<file path="config.mk">
export PLATFORM = sky130hd
export DESIGN_NAME = cfo_filter_timing
export DESIGN_NICKNAME = d
export VERILOG_FILES = /design/src/cfo_pkg.sv /design/src/cfo_filter_timing.sv
export SDC_FILE = /design/constraint.sdc
export NUM_CORES = 1
export LEC_CHECK = 0
export BUFFER_PORTS_ARGS = -buffer_cell sky130_fd_sc_hd__buf_2
export CORE_MARGIN = 3
export CORE_UTILIZATION = 53
export DETAILED_ROUTE_END_ITERATION = 10
export PLACE_DENSITY = 0.76
export SLEW_MARGIN = 20
export SYNTH_ARGS = -nofsm -noshare
export SYNTH_HDL_FRONTEND = slang
export SYNTH_SLANG_ARGS = --single-unit
</file>
<file path="constraint.sdc">
create_clock -name aclk -period 2.8 [get_ports aclk]
set_input_delay 0.56 -clock aclk [delete_from_list [all_inputs] [get_ports aclk]]
set_output_delay 0.56 -clock aclk [all_outputs]
set_load 0.005 [all_outputs]
</file>
<file path="src/cfo_pkg.sv">
// Constants, register map and carrier types of the CAN filter, timing and output block.
// Assumes a single 200 MHz clock and an AXI4-Lite master with 32-bit data.
//
// Summary of operation
// - Config registers accessible only during reset request.
// - Accepted message stored in order into empty buffer.
// - No empty buffer for accepted message sets overrun.
// - Completed message sets buffer full; receive flag only with CTL_RX_IE set.
// - Accept when each identifier bit matches or masked.
// - Own transmitted messages are filtered and stored too.
// - Quantum equals two clocks times prescaler plus one.
// - Resynchronize on relevant bus edges.
// - One resync shifts bit by at most jump width.
// - Triple sampling uses majority, otherwise sample once.
// - Segment lengths are quanta times field plus one.
// - Sleep drives recessive level on both outputs.
// - Reset request leaves both output drivers floating.
// - Normal mode sends bit stream on both pins.
// - Clock mode puts bit-start clock on second pin.
// - Bi-phase floats both outputs on recessive bits.
// - Bi-phase alternates dominant bits, first pin first.
// - Test mode feeds comparator to second driver.
// - Mode codes: 10 normal, 11 clock, 00 biphase, 01 test.
// - Pull-up, pull-down, polarity select pin drive.
package cfo_pkg;

	// ----------------------------------------------------------------
	// Register indices; byte address is four times the index.
	// ----------------------------------------------------------------
	localparam logic [5:0] IDX_CONTROL = 6'h00;
	localparam logic [5:0] IDX_COMMAND = 6'h01;
	localparam logic [5:0] IDX_STATUS = 6'h02;
	localparam logic [5:0] IDX_FILTER_CODE = 6'h04;
	localparam logic [5:0] IDX_FILTER_MASK = 6'h05;
	localparam logic [5:0] IDX_BT_PRESCALE = 6'h06;
	localparam logic [5:0] IDX_BT_SEGMENTS = 6'h07;
	localparam logic [5:0] IDX_OUTPUT_CTRL = 6'h08;
	localparam logic [5:0] IDX_RXBUF_BASE = 6'h14;
	localparam logic [3:0] RXBUF_BYTES = 4'ha;

	// ----------------------------------------------------------------
	// Field positions.
	// ----------------------------------------------------------------
	localparam int CTL_RESET_REQ = 0;
	localparam int CTL_SLEEP = 1;
	localparam int CTL_RX_IE = 2;
	localparam int CMD_RELEASE = 0;
	localparam int CMD_CLR_OVERRUN = 1;
	localparam int CMD_CLR_RX_FLAG = 2;
	localparam int STA_RX_FULL = 0;
	localparam int STA_OVERRUN = 1;
	localparam int STA_RX_FLAG = 2;
	localparam int STA_SAMPLED = 3;

	// ----------------------------------------------------------------
	// Reset values.
	// ----------------------------------------------------------------
	localparam logic [7:0] RST_CONTROL = 8'h01;
	localparam logic [7:0] RST_CONFIG = 8'h00;

	// ----------------------------------------------------------------
	// Output modes and AXI responses.
	// ----------------------------------------------------------------
	localparam logic [1:0] MODE_BIPHASE = 2'h0;
	localparam logic [1:0] MODE_TEST = 2'h1;
	localparam logic [1:0] MODE_NORMAL = 2'h2;
	localparam logic [1:0] MODE_CLOCK = 2'h3;
	localparam logic [1:0] RESP_OKAY = 2'h0;
	localparam logic [1:0] RESP_SLVERR = 2'h2;
	localparam logic [1:0] RESP_DECERR = 2'h3;

	typedef enum {SEG_SYNC, SEG_ONE, SEG_TWO} cfo_seg_t;

	typedef struct packed {
		logic [1:0] jump_width;
		logic [5:0] quantum_prescaler;
	} cfo_prescale_t;

	typedef struct packed {
		logic triple_sample_select;
		logic [2:0] segment_two_length;
		logic [3:0] segment_one_length;
	} cfo_segments_t;

	typedef struct packed {
		logic pullup_enable;
		logic pulldown_enable;
		logic output_polarity;
	} cfo_pin_cfg_t;

	typedef struct packed {
		cfo_pin_cfg_t pin_b;
		cfo_pin_cfg_t pin_a;
		logic output_mode_hi;
		logic output_mode_lo;
	} cfo_output_t;

	typedef struct packed {
		logic out;
		logic oe;
	} cfo_drive_t;

endpackage

</file>
<file path="src/cfo_filter_timing.sv">
// CAN acceptance filter, receive storage, bit timing and output stage with AXI4-Lite registers.
// Assumes a frame engine that supplies identifier, data bytes and the transmit bit stream.
//
// The implementer's own choice: the AXI4-Lite interface to the registers.
`timescale 1ns/1ps
module cfo_filter_timing
	import cfo_pkg::*;
(
	input wire logic aclk,
	input wire logic aresetn,
	input wire logic [7:0] s_axi_awaddr,
	input wire logic s_axi_awvalid,
	output logic s_axi_awready,
	input wire logic [31:0] s_axi_wdata,
	input wire logic [3:0] s_axi_wstrb,
	input wire logic s_axi_wvalid,
	output logic s_axi_wready,
	output logic [1:0] s_axi_bresp,
	output logic s_axi_bvalid,
	input wire logic s_axi_bready,
	input wire logic [7:0] s_axi_araddr,
	input wire logic s_axi_arvalid,
	output logic s_axi_arready,
	output logic [31:0] s_axi_rdata,
	output logic [1:0] s_axi_rresp,
	output logic s_axi_rvalid,
	input wire logic s_axi_rready,
	input wire logic msg_start,
	input wire logic [7:0] msg_id_high,
	input wire logic msg_byte_valid,
	input wire logic [7:0] msg_byte,
	input wire logic msg_done,
	input wire logic msg_abort,
	input wire logic tx_bit,
	input wire logic comp_in,
	output logic sample_strobe,
	output logic sampled_bit,
	output logic bit_start,
	output logic serial_out_a,
	output logic serial_out_a_oe,
	output logic serial_out_b,
	output logic serial_out_b_oe
);

	// ----------------------------------------------------------------
	// Functions.
	// ----------------------------------------------------------------
	function automatic logic [5:0] reg_index(input logic [7:0] addr);
		reg_index = addr[7:2];
	endfunction

	function automatic logic is_config(input logic [5:0] idx);
		is_config = (idx >= IDX_FILTER_CODE) && (idx <= IDX_OUTPUT_CTRL);
	endfunction

	function automatic cfo_drive_t pin_drive(input cfo_pin_cfg_t c, input logic d);
		logic lvl;
		lvl = d ^ c.output_polarity;
		pin_drive.out = c.pullup_enable & lvl;
		pin_drive.oe = (c.pullup_enable & lvl) | (c.pulldown_enable & ~lvl);
	endfunction

	// ----------------------------------------------------------------
	// Registers.
	// ----------------------------------------------------------------
	logic [7:0] control_reg;
	logic [7:0] filter_code_reg;
	logic [7:0] filter_mask_reg;
	cfo_prescale_t prescale_reg;
	cfo_segments_t segments_reg;
	cfo_output_t output_reg;
	logic overrun_reg;
	logic rx_flag_reg;
	logic [1:0] buf_full_reg;
	logic rd_sel_reg;
	logic wr_sel_reg;
	logic storing_reg;
	logic [3:0] wr_ptr_reg;
	logic [7:0] rxmem [0:1][0:9];
	logic [7:0] aw_idx_reg;
	logic aw_held_reg;
	logic [31:0] wdata_reg;
	logic [3:0] wstrb_reg;
	logic w_held_reg;

	wire reset_req = control_reg[CTL_RESET_REQ];
	wire sleep_mode = control_reg[CTL_SLEEP];

	// ----------------------------------------------------------------
	// AXI4-Lite write channel.
	// ----------------------------------------------------------------
	wire [5:0] wr_idx = reg_index(aw_idx_reg);
	wire wr_fire = aw_held_reg && w_held_reg && !s_axi_bvalid;
	wire wr_mapped = (wr_idx <= IDX_STATUS) || is_config(wr_idx);
	wire wr_refused = is_config(wr_idx) && !reset_req;
	wire wr_do = wr_fire && wr_mapped && !wr_refused && wstrb_reg[0];
	wire [7:0] wr_byte = wdata_reg[7:0];
	wire cmd_write = wr_do && (wr_idx == IDX_COMMAND);
	wire cmd_release = cmd_write && wr_byte[CMD_RELEASE];
	wire cmd_clr_ovr = cmd_write && wr_byte[CMD_CLR_OVERRUN];
	wire cmd_clr_flag = cmd_write && wr_byte[CMD_CLR_RX_FLAG];

	assign s_axi_awready = !aw_held_reg && !s_axi_bvalid;
	assign s_axi_wready = !w_held_reg && !s_axi_bvalid;

	always_ff @(posedge aclk) begin
		if (!aresetn) begin
			aw_held_reg <= 1'b0;
			w_held_reg <= 1'b0;
			aw_idx_reg <= 8'h00;
			wdata_reg <= 32'h0000_0000;
			wstrb_reg <= 4'h0;
			s_axi_bvalid <= 1'b0;
			s_axi_bresp <= RESP_OKAY;
		end else begin
			if (s_axi_awvalid && s_axi_awready) begin
				aw_held_reg <= 1'b1;
				aw_idx_reg <= s_axi_awaddr;
			end
			if (s_axi_wvalid && s_axi_wready) begin
				w_held_reg <= 1'b1;
				wdata_reg <= s_axi_wdata;
				wstrb_reg <= s_axi_wstrb;
			end
			if (wr_fire) begin
				aw_held_reg <= 1'b0;
				w_held_reg <= 1'b0;
				s_axi_bvalid <= 1'b1;
				s_axi_bresp <= !wr_mapped ? RESP_DECERR : (wr_refused ? RESP_SLVERR : RESP_OKAY);
			end else if (s_axi_bready) begin
				s_axi_bvalid <= 1'b0;
			end
		end
	end

	always_ff @(posedge aclk) begin
		if (!aresetn) begin
			control_reg <= RST_CONTROL;
			filter_code_reg <= RST_CONFIG;
			filter_mask_reg <= RST_CONFIG;
			prescale_reg <= RST_CONFIG;
			segments_reg <= RST_CONFIG;
			output_reg <= RST_CONFIG;
		end else if (wr_do) begin
			case (wr_idx)
				IDX_CONTROL: control_reg <= wr_byte;
				IDX_FILTER_CODE: filter_code_reg <= wr_byte;
				IDX_FILTER_MASK: filter_mask_reg <= wr_byte;
				IDX_BT_PRESCALE: prescale_reg <= wr_byte;
				IDX_BT_SEGMENTS: segments_reg <= wr_byte;
				IDX_OUTPUT_CTRL: output_reg <= wr_byte;
				default: control_reg <= control_reg;
			endcase
		end
	end

	a_cfg_write_locked: assert property (@(posedge aclk) disable iff (!aresetn)
		(wr_fire && is_config(wr_idx) && !reset_req) |=> $stable(filter_code_reg)
		&& $stable(output_reg) && s_axi_bresp == RESP_SLVERR)
		else $error("Config register changed outside reset request.");

	// ----------------------------------------------------------------
	// AXI4-Lite read channel.
	// ----------------------------------------------------------------
	wire [5:0] rd_idx = reg_index(s_axi_araddr);
	wire [5:0] rd_off = rd_idx - IDX_RXBUF_BASE;
	wire rd_in_buf = (rd_idx >= IDX_RXBUF_BASE) && (rd_off < {2'b00, RXBUF_BYTES});
	wire rd_refused = is_config(rd_idx) && !reset_req;
	wire [7:0] status_byte = {4'h0, sampled_bit, rx_flag_reg, overrun_reg, |buf_full_reg};
	logic [7:0] rd_byte;
	logic rd_mapped;

	always_comb begin
		rd_mapped = 1'b1;
		rd_byte = 8'h00;
		case (rd_idx)
			IDX_CONTROL: rd_byte = control_reg;
			IDX_COMMAND: rd_byte = 8'h00;
			IDX_STATUS: rd_byte = status_byte;
			IDX_FILTER_CODE: rd_byte = filter_code_reg;
			IDX_FILTER_MASK: rd_byte = filter_mask_reg;
			IDX_BT_PRESCALE: rd_byte = prescale_reg;
			IDX_BT_SEGMENTS: rd_byte = segments_reg;
			IDX_OUTPUT_CTRL: rd_byte = output_reg;
			default: begin
				rd_mapped = rd_in_buf;
				rd_byte = rd_in_buf ? rxmem[rd_sel_reg][rd_off[3:0]] : 8'h00;
			end
		endcase
	end

	assign s_axi_arready = !s_axi_rvalid;

	always_ff @(posedge aclk) begin
		if (!aresetn) begin
			s_axi_rvalid <= 1'b0;
			s_axi_rdata <= 32'h0000_0000;
			s_axi_rresp <= RESP_OKAY;
		end else if (s_axi_arvalid && s_axi_arready) begin
			s_axi_rvalid <= 1'b1;
			s_axi_rdata <= (rd_refused || !rd_mapped) ? 32'h0000_0000 : {24'h000000, rd_byte};
			s_axi_rresp <= !rd_mapped ? RESP_DECERR : (rd_refused ? RESP_SLVERR : RESP_OKAY);
		end else if (s_axi_rready) begin
			s_axi_rvalid <= 1'b0;
		end
	end

	// ----------------------------------------------------------------
	// Acceptance filter and receive storage.
	// ----------------------------------------------------------------
	wire accept = &((msg_id_high ~^ filter_code_reg) | filter_mask_reg);
	wire free_a = !buf_full_reg[0];
	wire free_b = !buf_full_reg[1];
	wire start_ok = msg_start && accept && (free_a || free_b);
	wire start_ovr = msg_start && accept && !free_a && !free_b;
	wire store_byte = storing_reg && msg_byte_valid && (wr_ptr_reg < RXBUF_BYTES);
	wire store_done = storing_reg && msg_done;
	wire [1:0] fill_set = store_done ? (2'b01 << wr_sel_reg) : 2'b00;
	wire [1:0] fill_clr = cmd_release ? (2'b01 << rd_sel_reg) : 2'b00;

	always_ff @(posedge aclk) begin
		if (!aresetn) begin
			storing_reg <= 1'b0;
			wr_sel_reg <= 1'b0;
			wr_ptr_reg <= 4'h0;
			buf_full_reg <= 2'b00;
			rd_sel_reg <= 1'b0;
			overrun_reg <= 1'b0;
			rx_flag_reg <= 1'b0;
		end else begin
			if (start_ok) begin
				storing_reg <= 1'b1;
				wr_sel_reg <= free_a ? 1'b0 : 1'b1;
				wr_ptr_reg <= 4'h0;
			end else if (store_done || msg_abort) begin
				storing_reg <= 1'b0;
			end else if (store_byte) begin
				wr_ptr_reg <= wr_ptr_reg + 4'h1;
			end
			buf_full_reg <= fill_set | (buf_full_reg & ~fill_clr);
			if (cmd_release && buf_full_reg[rd_sel_reg]) begin
				rd_sel_reg <= !rd_sel_reg;
			end else if (!(|buf_full_reg) && store_done) begin
				rd_sel_reg <= wr_sel_reg;
			end
			overrun_reg <= start_ovr || (overrun_reg && !cmd_clr_ovr);
			rx_flag_reg <= (store_done && control_reg[CTL_RX_IE]) || (rx_flag_reg && !cmd_clr_flag);
		end
	end

	always_ff @(posedge aclk) begin
		if (store_byte) begin
			rxmem[wr_sel_reg][wr_ptr_reg] <= msg_byte;
		end
	end

	a_store_buffer: assert property (@(posedge aclk) disable iff (!aresetn)
		start_ok |=> storing_reg && !buf_full_reg[wr_sel_reg] && wr_ptr_reg == 4'h0)
		else $error("Accepted message not routed to an empty buffer.");
	a_overrun_set: assert property (@(posedge aclk) disable iff (!aresetn)
		(msg_start && accept && buf_full_reg == 2'b11) |=> overrun_reg)
		else $error("Overrun not flagged with both buffers full.");
	a_full_on_done: assert property (@(posedge aclk) disable iff (!aresetn)
		(store_done && control_reg[CTL_RX_IE]) |=> (|buf_full_reg) && rx_flag_reg)
		else $error("Completed message did not set full and flag.");
	a_reject_filter: assert property (@(posedge aclk) disable iff (!aresetn)
		(msg_start && ((msg_id_high ^ filter_code_reg) & ~filter_mask_reg) != 8'h00
		&& !storing_reg) |=> !storing_reg && $stable(overrun_reg))
		else $error("Filtered message was accepted.");

	// ----------------------------------------------------------------
	// Quantum generator and bit timing.
	// ----------------------------------------------------------------
	logic [6:0] tq_cnt_reg;
	cfo_seg_t seg_reg;
	logic [4:0] q_cnt_reg;
	logic [2:0] ext_reg;
	logic [2:0] shr_reg;
	logic resynced_reg;
	logic comp_prev_reg;
	logic [1:0] hist_reg;

	wire [6:0] tq_limit = {prescale_reg.quantum_prescaler, 1'b1};
	wire tq_tick = (tq_cnt_reg == tq_limit);
	wire [2:0] sjw_len = {1'b0, prescale_reg.jump_width} + 3'h1;
	wire [4:0] seg1_len = {1'b0, segments_reg.segment_one_length} + 5'h1;
	wire [4:0] seg2_len = {2'b00, segments_reg.segment_two_length} + 5'h1;
	wire [4:0] q_next = q_cnt_reg + 5'h1;
	wire rx_edge = comp_prev_reg && !comp_in && !resynced_reg;
	wire [2:0] phase_err = (q_next > {2'b00, sjw_len}) ? sjw_len : q_next[2:0];
	wire seg1_end = tq_tick && (seg_reg == SEG_ONE) && (q_next >= seg1_len + {2'b00, ext_reg});
	wire seg2_end = tq_tick && (seg_reg == SEG_TWO) && (q_next + {2'b00, shr_reg} >= seg2_len);
	wire maj = (hist_reg[0] & hist_reg[1]) | (hist_reg[0] & comp_in) | (hist_reg[1] & comp_in);

	always_ff @(posedge aclk) begin
		if (!aresetn || reset_req) begin
			tq_cnt_reg <= 7'h00;
			seg_reg <= SEG_SYNC;
			q_cnt_reg <= 5'h00;
			ext_reg <= 3'h0;
			shr_reg <= 3'h0;
			resynced_reg <= 1'b0;
			comp_prev_reg <= 1'b1;
			hist_reg <= 2'b11;
			sampled_bit <= 1'b1;
			sample_strobe <= 1'b0;
			bit_start <= 1'b0;
		end else begin
			tq_cnt_reg <= tq_tick ? 7'h00 : tq_cnt_reg + 7'h01;
			comp_prev_reg <= comp_in;
			sample_strobe <= seg1_end;
			bit_start <= seg2_end;
			if (tq_tick) begin
				hist_reg <= {hist_reg[0], comp_in};
			end
			if (seg1_end) begin
				sampled_bit <= segments_reg.triple_sample_select ? maj : comp_in;
			end
			if (rx_edge && seg_reg == SEG_ONE) begin
				ext_reg <= phase_err;
				resynced_reg <= 1'b1;
			end else if (rx_edge && seg_reg == SEG_TWO) begin
				shr_reg <= sjw_len;
				resynced_reg <= 1'b1;
			end
			if (tq_tick) begin
				case (seg_reg)
					SEG_SYNC: begin
						seg_reg <= SEG_ONE;
						q_cnt_reg <= 5'h00;
					end
					SEG_ONE: begin
						seg_reg <= seg1_end ? SEG_TWO : SEG_ONE;
						q_cnt_reg <= seg1_end ? 5'h00 : q_next;
						if (seg1_end) begin
							ext_reg <= 3'h0;
						end
					end
					SEG_TWO: begin
						seg_reg <= seg2_end ? SEG_SYNC : SEG_TWO;
						q_cnt_reg <= seg2_end ? 5'h00 : q_next;
						if (seg2_end) begin
							shr_reg <= 3'h0;
							resynced_reg <= 1'b0;
						end
					end
					default: seg_reg <= SEG_SYNC;
				endcase
			end
		end
	end

	a_quantum_period: assert property (@(posedge aclk) disable iff (!aresetn || reset_req)
		(tq_tick && $stable(prescale_reg)) |=> !tq_tick && (tq_cnt_reg == 7'h00))
		else $error("Quantum counter did not restart after tick.");
	a_jump_bound: assert property (@(posedge aclk) disable iff (!aresetn)
		ext_reg <= sjw_len && shr_reg <= sjw_len)
		else $error("Resync correction exceeds jump width.");
	a_single_sample: assert property (@(posedge aclk) disable iff (!aresetn || reset_req)
		(seg1_end && !segments_reg.triple_sample_select) |=> sampled_bit == $past(comp_in))
		else $error("Single sample does not match bus level.");

	// ----------------------------------------------------------------
	// Output stage.
	// ----------------------------------------------------------------
	logic bp_sel_reg;

	wire [1:0] out_mode = {output_reg.output_mode_hi, output_reg.output_mode_lo};
	wire tx_clock = (seg_reg == SEG_SYNC);
	wire cfo_drive_t norm_a = pin_drive(output_reg.pin_a, tx_bit);
	wire cfo_drive_t norm_b = pin_drive(output_reg.pin_b, tx_bit);
	wire cfo_drive_t clk_b = pin_drive(output_reg.pin_b, tx_clock);
	wire cfo_drive_t test_b = pin_drive(output_reg.pin_b, comp_in);
	wire cfo_drive_t rec_a = pin_drive(output_reg.pin_a, 1'b1);
	wire cfo_drive_t rec_b = pin_drive(output_reg.pin_b, 1'b1);
	logic [1:0] pin_out_next;
	logic [1:0] pin_oe_next;

	always_comb begin
		pin_out_next = {norm_b.out, norm_a.out};
		pin_oe_next = {norm_b.oe, norm_a.oe};
		if (reset_req) begin
			pin_oe_next = 2'b00;
		end else if (sleep_mode) begin
			pin_out_next = {rec_b.out, rec_a.out};
			pin_oe_next = {rec_b.oe, rec_a.oe};
		end else begin
			case (out_mode)
				MODE_NORMAL: pin_oe_next = {norm_b.oe, norm_a.oe};
				MODE_CLOCK: begin
					pin_out_next[1] = clk_b.out;
					pin_oe_next[1] = clk_b.oe;
				end
				MODE_TEST: begin
					pin_out_next[1] = test_b.out;
					pin_oe_next[1] = test_b.oe;
				end
				MODE_BIPHASE: begin
					pin_oe_next = tx_bit ? 2'b00 : {norm_b.oe & bp_sel_reg, norm_a.oe & !bp_sel_reg};
				end
				default: pin_oe_next = 2'b00;
			endcase
		end
	end

	always_ff @(posedge aclk) begin
		if (!aresetn || reset_req) begin
			bp_sel_reg <= 1'b0;
			serial_out_a <= 1'b0;
			serial_out_b <= 1'b0;
			serial_out_a_oe <= 1'b0;
			serial_out_b_oe <= 1'b0;
		end else begin
			if (seg2_end) begin
				bp_sel_reg <= bp_sel_reg ^ !tx_bit;
			end
			serial_out_a <= pin_out_next[0];
			serial_out_b <= pin_out_next[1];
			serial_out_a_oe <= pin_oe_next[0];
			serial_out_b_oe <= pin_oe_next[1];
		end
	end

	a_reset_float: assert property (@(posedge aclk) disable iff (!aresetn)
		reset_req [*2] |-> !serial_out_a_oe && !serial_out_b_oe)
		else $error("Outputs driven during reset request.");
	a_biphase_recessive: assert property (@(posedge aclk) disable iff (!aresetn)
		(!reset_req && !sleep_mode && out_mode == MODE_BIPHASE && tx_bit) |=> !serial_out_a_oe
		&& !serial_out_b_oe)
		else $error("Bi-phase recessive bit drives an output.");

endmodule

</file>
==> results.json, run 1 <==
{
  "power.switching_w": 0.001832,
  "crit_fanout": 6,
  "rows": 56,
  "root_buffer": "clkbuf_16",
  "routed_wl_um": 29270,
  "clockPowerShare_pct": 41.8,
  "status": "finished clean",
  "yosys.cell_types.count": 79,
  "final_antenna_net_count": 0,
  "switching_share_pct": 21.62,
  "holdPathStages": 2,
  "place_hpwl_um": 20000,
  "drc_errors": 0,
  "design.die.area_sq_mm": 0.02619,
  "area_growth_pct": 13.39,
  "gr-total-overflow": 0,
  "syn-cell-area_sq_mm": 0.01287,
  "pin_count": 129,
  "fin_util_pct": 61.62,
  "power.density_mw_per_mm2": 580.6,
  "async_flop_share_pct": 0,
  "critPathArrivalTime_ps": 3170,
  "reg2reg_depth": 12,
  "hp-class": "in -> reg",
  "peakVddDrop_mv": 0.5428,
  "ys.warnings.count": 0,
  "gp_congestion": 0.8828,
  "path_class": "reg -> reg",
  "setup_viol": 0,
  "skew_ps": 13.35,
  "critPathLaunchType": "flop",
  "place_inst": 1450,
  "holdWs_ps": 206.9,
  "synth-seq-cells": 283,
  "cts_sinks": 283,
  "internal_power_w": 0.006640,
  "cts_max_level": 1,
  "clkSlewWorstSetupHoldPaths_ps": 60,
  "dr.pass1.iters": 6,
  "hold_violations": 0,
  "seqPwrFrac_pct": 52.7,
  "antenna_found_initial": 0,
  "final_cell_mix": "edfxtp_1 (160), nor2_1 (126), dfxtp_1 (120)",
  "required_ps": 3260,
  "critPathCaptureType": "flop",
  "grt_pass1_vias": 8392,
  "core_area_sq_mm": 0.02368,
  "cts_buffers": 28,
  "syn_area_per_cell_sq_um": 12.06,
  "io_buffers": 73,
  "vias": 8593,
  "yosysSeqAreaShare_pct": 56.47,
  "worstMarginPinSlew_ps": 807.3,
  "avgViaCountPerCell": 5.725,
  "p_total_w": 0.008472,
  "leakagePower_nw": 5.445,
  "die_y_um": 161.8,
  "post_cts_buffers": 0,
  "drt_iter0_drc": 769,
  "grt_max_degree": 77,
  "max_freq_mhz": 369.2,
  "largest-register": "rxmem",
  "drv_cap": 0,
  "slew_violations": 0,
  "grt_pass1_wl_um": 45780,
  "ys.flop_type": "edfxtp_1",
  "nFillCells": 1851,
  "post_route_cells_drive_above_1_share_pct": 18.63,
  "relSlewSlack_pct": 45.98,
  "final_cells": 1501,
  "cts_buffer_depth": 3,
  "wl_per_cell_um": 19.50,
  "start_util_pct": 54.34,
  "synth_edf_count": 160,
  "fin_nets": 1279,
  "final_common_cell": "edfxtp_1",
  "largest_reg_flops": 160,
  "cts_tree": "done",
  "final.period_utilization_pct": 96.74,
  "globalRouteTotalUtil_pct": 22.24,
  "pwr-share-comb_pct": 5.6,
  "die_w_um": 161.8,
  "clk_latency_ps": 550,
  "synth_cells": 1067,
  "period_minus_slack_ps": 2709
}
through the flow:
step | cell area (sq um) | worst slack, ps | TNS, ps
floorplan | 12960 | 51.18 | 0
global placement | 13690 | 88.33 | 0
detailed placement | 13690 | 77.37 | 0
CTS | 14560 | 22.66 | 0
global route | 14590 | -42.46 | -67.12
finish | 14590 | 91.36 | 0
worst max-delay path, cell delays in order (launching register included):
cell and delay (ps):
dfxtp_2 350, ha_4 280, inv_1 60, fa_1 430, xnor2_1 150, ha_1 320
o21ai_2 170, a21oi_2 60, buf_4 150, a2111oi_4 190, buf_4 200, o2111ai_1 120
a21oi_1 160
Yosys cell counts, drive strengths merged, types with 4 or more instances:
library cell / number / area, sq um
edfxtp: 160 / 4805
nor2: 127 / 479.2
dfxtp: 123 / 2462
nand2: 77 / 289.0
mux2i: 76 / 760.7
a21oi: 47 / 235.2
buf: 40 / 282.8
inv: 38 / 142.6
clkbuf: 37 / 138.9
ha: 35 / 437.9
mux4: 32 / 720.7
o21ai: 20 / 100.1
o22ai: 20 / 125.1
xnor2: 19 / 166.4
nor2b: 14 / 87.58
a22oi: 13 / 97.59
xor2: 13 / 113.9
a211oi: 12 / 90.09
nand3: 12 / 60.06
nand2b: 11 / 68.82
mux2: 9 / 101.4
and2: 8 / 52.55
nand3b: 8 / 60.06
nor3: 8 / 67.56
nor3b: 7 / 52.55
o21a: 7 / 52.55
o32ai: 7 / 61.31
a32oi: 6 / 52.55
and3: 6 / 37.54
or3: 6 / 42.54
a21o: 4 / 30.03
a221oi: 4 / 35.03
o2111ai: 4 / 35.03
logic make-up (layout without fill, tap and decap cells):
family / after synthesis / count (layout) / synth area share [%]
simple gates: 303 / 303 / 11.33
flops: 283 / 283 / 56.47
compound gates: 179 / 179 / 9.605
mux: 117 / 117 / 12.30
buf+inv: 115 / 206 / 4.385
fa+ha+maj: 37 / 37 / 3.714
xor+xnor: 32 / 32 / 2.178
other cells: 1 / 25 / 0.02914
worst paths after layout:
path            startpoint            end  slack (ps)
max           q_cnt_reg[0]   q_cnt_reg[3]          90
min           s_axi_rready   s_axi_rvalid         210
max reg2reg   q_cnt_reg[0]   q_cnt_reg[3]          90
min reg2reg  tq_cnt_reg[0]  tq_cnt_reg[0]         450
power groups by stage:
stage,clock [W],combinational (W),sequential (W)
after floorplan,0,0.000327,0.00453
after CTS,0.00360,0.000471,0.00446
after detailed placement,0,0.000468,0.00455
after global routing,0.00378,0.000515,0.00446
after global placement,0,0.000458,0.00455
final,0.00354,0.000471,0.00446
per-layer routing:
metal	vias to the layer above	track usage [%]	wire (um)
li1	4076	-	-
met3	55	3.035	1751
met2	305	37.03	13920
met4	0	7.794	1051
met5	-	0	0
met1	4157	30.23	12540
final cells by class:
cell class                      count  area [sq um]  share of cell area [%]
Multi-Input combinational cell    692          5155                   35.33
Clock inverter                     12         131.4                  0.9003
Inverter                           38         142.6                  0.9775
Sequential cell                   283          7271                   49.82
Timing Repair Buffer              118         753.2                   5.162
Antenna cell                        1         2.502                 0.01715
Tap cell                          319         399.1                   2.735
Clock buffer                       38         738.2                   5.059
what timing repair did:
action	CTS	global route
hold buffers	0	0
resized for setup	0	9
endpoints found under the setup margin	0	14
(Power assumes the default switching activity.)
==> run 2: changes to the inputs <==
--- a/config.mk
+++ b/config.mk
@@ -9,6 +9,7 @@
 export CORE_MARGIN = 3
 export CORE_UTILIZATION = 53
 export DETAILED_ROUTE_END_ITERATION = 10
+export MAX_ROUTING_LAYER = met4
 export PLACE_DENSITY = 0.76
 export SLEW_MARGIN = 20
 export SYNTH_ARGS = -nofsm -noshare
==> run 2 against run 1 <==
- wire length barely moved
- first-iteration DRC count fell by 11%
- hold slack improved by 2.0 ps
- sequential cell count did not move
- non-clock buffer count did not move
- worst setup slack got worse by 2.2 ps
- largest cell class unchanged
- largest power group unchanged
==> results.json, run 2 (same netlist as run 1, synthesis figures left out) <==
{
  "die_y_um": 161.8,
  "largest-register": "rxmem",
  "fin_nets": 1279,
  "root_buffer": "clkbuf_16",
  "rrSetupSlack_ps": 90,
  "hp-class": "in -> reg",
  "cts_buffer_depth": 3,
  "drv_cap": 0,
  "multiInputGateArea_sq_mm": 0.005155,
  "period_minus_slack_ps": 2711,
  "endpoint": "q_cnt_reg[3]",
  "max_freq_mhz": 368.9,
  "drt_iter0_drc": 687,
  "skew_ps": 13.51,
  "globalRouteTotalUtil_pct": 22.90,
  "final_common_cell": "edfxtp_1",
  "relSlewSlack_pct": 45.36,
  "drc_errors": 0,
  "power.density_mw_per_mm2": 580.1,
  "cts_tree": "done",
  "grt_pass1_vias": 8369,
  "final_cell_mix": "edfxtp_1 (160), nor2_1 (126), dfxtp_1 (120)",
  "dpl-instance-area_sq_mm": 0.01369,
  "design.die.area_sq_mm": 0.02619,
  "critPathCaptureType": "flop",
  "worstMarginPinSlew_ps": 816.6,
  "gr-total-overflow": 0,
  "dr.pass1.iters": 5,
  "slew_violations": 0,
  "critPathArrivalTime_ps": 3170,
  "place_hpwl_um": 20000,
  "clockPowerShare_pct": 41.7,
  "leakagePower_nw": 5.445,
  "final_cells": 1500,
  "clkSlewWorstSetupHoldPaths_ps": 60,
  "final_antenna_net_count": 0,
  "largest_reg_flops": 160,
  "reg2reg_depth": 12,
  "nFillCells": 1852,
  "pwr-share-comb_pct": 5.6,
  "io_buffers": 73,
  "required_ps": 3260,
  "critPathLaunchType": "flop",
  "place_inst": 1450,
  "setup_viol": 0,
  "post_route_cells_drive_above_1_share_pct": 18.63,
  "power.switching_w": 0.001823,
  "grt_max_degree": 77,
  "r2r_start": "q_cnt_reg[0]",
  "reg2reg_to": "q_cnt_reg[3]",
  "crit_start": "q_cnt_reg[0]",
  "vias": 8567,
  "ff_latch_area_sq_mm": 0.007271,
  "clk_latency_ps": 550,
  "crit_fanout": 6,
  "core_area_sq_mm": 0.02368,
  "internal_power_w": 0.006640,
  "switching_share_pct": 21.54,
  "final.period_utilization_pct": 96.81,
  "pin_count": 129,
  "area_growth_pct": 13.37,
  "avgViaCountPerCell": 5.711,
  "cts_buffers": 28,
  "die_w_um": 161.8,
  "cts_max_level": 1,
  "antenna_found_initial": 0,
  "peakVddDrop_mv": 0.5416,
  "gp_congestion": 0.8975,
  "cts_sinks": 283,
  "design_area_sq_mm": 0.01459,
  "seqPwrFrac_pct": 52.7,
  "n_antenna_cell": 0,
  "rows": 56,
  "routed_wl_um": 29290,
  "hold_violations": 0,
  "start_util_pct": 54.34,
  "wl_per_cell_um": 19.53,
  "path_class": "reg -> reg",
  "grt_pass1_wl_um": 45800,
  "status": "finished clean"
}
-- run 2: changes by cell type in the layout (fill, tap and decap cells not counted) --
cell | previous run | this run
diode_2 | 1 | 0
-- run 2: stage by stage --
step	setup WS [ps]	util, %	hold WS, ps	TNS [ps]	power [W]
2_1_floorplan	51.18	-	421.3	0	0.004852
3_3_place_gp	88.33	57.80	434.2	0	0.005007
3_5_place_dp	77.37	57.80	440.9	0	0.005018
4_1_cts	22.66	61.47	189.1	0	0.008534
5_1_grt	-42.46	61.61	206.7	-67.12	0.008759
6_report	89.19	61.61	208.9	0	0.008463
-- run 2: area by class of cell --
| cell class | count | area share [%] |
|---|---|---|
| tap | 319 | 2.736 |
| sequential | 283 | 49.83 |
| timing repair buffer | 118 | 5.163 |
| inverter | 38 | 0.9776 |
| clock inverter | 12 | 0.9004 |
| multi-input combinational | 692 | 35.33 |
| clock buffer | 38 | 5.060 |
-- run 2: worst min path at each step --
stage | from | to | slack (ps) | cells past startpoint
2_1_floorplan | tq_cnt_reg[0] | tq_cnt_reg[0] | 420 | 1
3_3_place_gp | tq_cnt_reg[0] | tq_cnt_reg[0] | 430 | 1
3_5_place_dp | control_reg[3] | control_reg[3] | 440 | 2
4_1_cts | s_axi_rready | s_axi_rvalid | 190 | 2
5_1_grt | s_axi_rready | s_axi_rvalid | 210 | 2
6_report | s_axi_rready | s_axi_rvalid | 210 | 2
-- run 2: timing repair --
action | CTS | global route
endpoints found under the setup margin | 0 | 14
hold buffers | 0 | 0
setup buffers | 0 | 0
resized for setup | 0 | 9
-- run 2: per-layer routing --
metal / vias up / track usage (%) / share of wire [%]
li1: 4073 / - / -
met1: 4145 / 30.38 / 43
met2: 292 / 37.05 / 48
met3: 57 / 2.805 / 6.1
met4: 0 / 7.755 / 3.4
met5: - / - / 0
-- run 2: power groups by stage --
stage	clock, W	sequential (W)	combinational, W
finish	0.00353	0.00446	0.000472
global route	0.00378	0.00446	0.000514
CTS	0.00360	0.00446	0.000471
detailed placement	0	0.00455	0.000468
global placement	0	0.00455	0.000458
floorplan	0	0.00453	0.000327
-- run 2: critical path: stages, from the launching register on --
cell	delay, ps
dfxtp_2	350
ha_4	280
inv_1	60
fa_1	430
xnor2_1	150
ha_1	320
o21ai_2	170
a21oi_2	60
buf_4	150
a2111oi_4	190
buf_4	200
o2111ai_1	120
a21oi_1	160
==> run 3: changes to the inputs <==
--- a/config.mk
+++ b/config.mk
@@ -5,12 +5,12 @@
 export SDC_FILE = /design/constraint.sdc
 export NUM_CORES = 1
 export LEC_CHECK = 0
-export BUFFER_PORTS_ARGS = -buffer_cell sky130_fd_sc_hd__buf_2
 export CORE_MARGIN = 3
-export CORE_UTILIZATION = 53
+export CORE_UTILIZATION = 57
 export DETAILED_ROUTE_END_ITERATION = 10
+export DONT_BUFFER_PORTS = 1
 export MAX_ROUTING_LAYER = met4
-export PLACE_DENSITY = 0.76
+export PLACE_DENSITY = 0.75
 export SLEW_MARGIN = 20
 export SYNTH_ARGS = -nofsm -noshare
 export SYNTH_HDL_FRONTEND = slang
==> run 3 against run 2 <==
- fmax is 0.25% higher
- first-iteration DRC count is 14% higher
- design area is 3.2% lower
- highest routed layer unchanged
- combinational power is 33% lower
- sequential share of layout area is 1.7 points higher
- clock skew is 3.2 ps higher
- clock power is 5% higher
- power is 0.25% higher
- sequential cell count stayed put
- global-route usage is 2.2 points higher
- non-clock buffer count is 83 lower
==> results.json, run 3 (same netlist as run 1, synthesis figures left out) <==
{
  "die_w_um": 156.3,
  "required_ps": 3250,
  "hold_violations": 0,
  "slew_violations": 0,
  "crit_fanout": 6,
  "peakVddDrop_mv": 0.6241,
  "drv_cap": 0,
  "die_y_um": 156.3,
  "clk_latency_ps": 550,
  "design.die.area_sq_mm": 0.02442,
  "final_antenna_net_count": 0,
  "n_antenna_cell": 0,
  "critPathLaunchType": "flop",
  "vias": 8370,
  "gp_congestion": 0.8832,
  "fin_ws_ps": 95.86,
  "core_area_sq_mm": 0.02203,
  "grt_pass1_wl_um": 46430,
  "globalRouteTotalUtil_pct": 25.07,
  "cts_buffers": 28,
  "leakagePower_nw": 5.108,
  "period_minus_slack_ps": 2704,
  "max_freq_mhz": 369.8,
  "status": "finished clean",
  "grt_pass1_vias": 8223,
  "worstMarginPinSlew_ps": 820.4,
  "place_inst": 1327,
  "start_util_pct": 58.43,
  "antenna_found_initial": 0,
  "critPathCaptureType": "flop",
  "p_total_w": 0.008484,
  "avgViaCountPerCell": 6.065,
  "post_route_cells_drive_above_1_share_pct": 13.55,
  "drt_iter0_drc": 780,
  "cts_sinks": 283,
  "skew_ps": 16.75,
  "path_class": "reg -> reg",
  "nFillCells": 1639,
  "area_growth_pct": 9.722,
  "fin_nets": 1196,
  "io_buffers": 0,
  "power.density_mw_per_mm2": 600.8,
  "rows": 54,
  "final_cell_mix": "edfxtp_1 (160), nor2_1 (126), dfxtp_1 (120)",
  "holdWs_ps": 85.52,
  "relSlewSlack_pct": 45.31,
  "grt_setup_unrepaired": "yes",
  "dr.pass1.iters": 6,
  "root_buffer": "clkbuf_16",
  "wl_per_cell_um": 21.39,
  "cts_buffer_depth": 3,
  "setup_viol": 0,
  "final.period_utilization_pct": 96.58,
  "cts_tree": "done",
  "pin_count": 129,
  "clkSlewWorstSetupHoldPaths_ps": 60,
  "gr-total-overflow": 0,
  "drc_errors": 0,
  "routed_wl_um": 29520,
  "hp-class": "in -> reg",
  "place_hpwl_um": 19880,
  "final_cells": 1380,
  "critPathArrivalTime_ps": 3150,
  "cts_max_level": 1,
  "largest-register": "rxmem",
  "largest_reg_flops": 160,
  "pre_cts_ws_ps": 7.954,
  "final_common_cell": "edfxtp_1",
  "grt_max_degree": 77
}
[run 3: cell count changes in the layout (fill, tap and decap cells not counted), moves of 4 or more]
| cell | change |
|---|---|
| buf_4 | -6 |
| buf_12 | -4 |
| clkinvlp_4 | +4 |
| clkinvlp_2 | -4 |
| clkinv_2 | +4 |
| clkbuf_1 | -6 |
| buf_2 | -73 |
[run 3: what timing repair did]
item | CTS | global route
buffers inserted | 1 | 0
pin swaps | 1 | 6
hold buffers | 0 | 0
setup endpoints to repair | 6 | 15
resized for setup | 2 | 14
gates cloned | 0 | 0
[run 3: worst max-delay path, cell delays in order (launching register included)]
cell and delay (ps):
dfxtp_4 360, inv_2 70, ha_1 160, inv_1 70, fa_2 390, xnor2_2 150, ha_1 320, o21ai_2 140
a21oi_2 60, buf_4 140, a2111oi_4 250, buf_4 200, o2111ai_1 110, a21oi_1 180
[run 3: power breakdown]
group          total (W)  switching (W)  internal, W  leakage, nW
sequential       0.00446      0.0000491      0.00441         2.43
clock            0.00370        0.00156      0.00215        0.441
combinational   0.000318       0.000170     0.000147         2.23
total            0.00848        0.00178      0.00671         5.11
[run 3: metrics by stage]
step | util (%) | setup TNS, ps | cell area, sq um
2_1_floorplan | - | 0 | 12960
3_3_place_gp | 59.66 | 0 | 13140
3_5_place_dp | 59.66 | 0 | 13140
4_1_cts | 63.95 | 0 | 14090
5_1_grt | 64.11 | -36.32 | 14120
6_report | 64.11 | 0 | 14120
[run 3: area by class of cell]
type                    count  area (sq um)  area share, %
well taps                 280         350.3          2.481
clock inverters            19         190.2          1.347
multi-input cells         692          5172          36.63
repair buffers             35         262.8          1.861
inverters                  38         142.6          1.010
clock buffers              33         729.5          5.166
flip-flops and latches    283          7273          51.51
[run 3: final timing paths]
| kind | start | to | slack [ps] | depth (start not counted) |
|---|---|---|---|---|
| setup / recovery | q_cnt_reg[0] | q_cnt_reg[4] | 100 | 13 |
| hold / removal | aresetn | control_reg[0] | 90 | 1 |
| setup reg to reg | q_cnt_reg[0] | q_cnt_reg[4] | 100 | 13 |
| hold reg to reg | control_reg[3] | control_reg[3] | 450 | 2 |
[run 3: layer usage]
| layer | up-vias | GRT usage (%) | part of all wire, % |
|---|---|---|---|
| met2 | 341 | 40.16 | 48 |
| met3 | 57 | 4.729 | 7.8 |
| met1 | 4059 | 33.33 | 41 |
| met5 | - | - | 0 |
| met4 | 0 | 6.503 | 2.7 |
| li1 | 3913 | - | - |
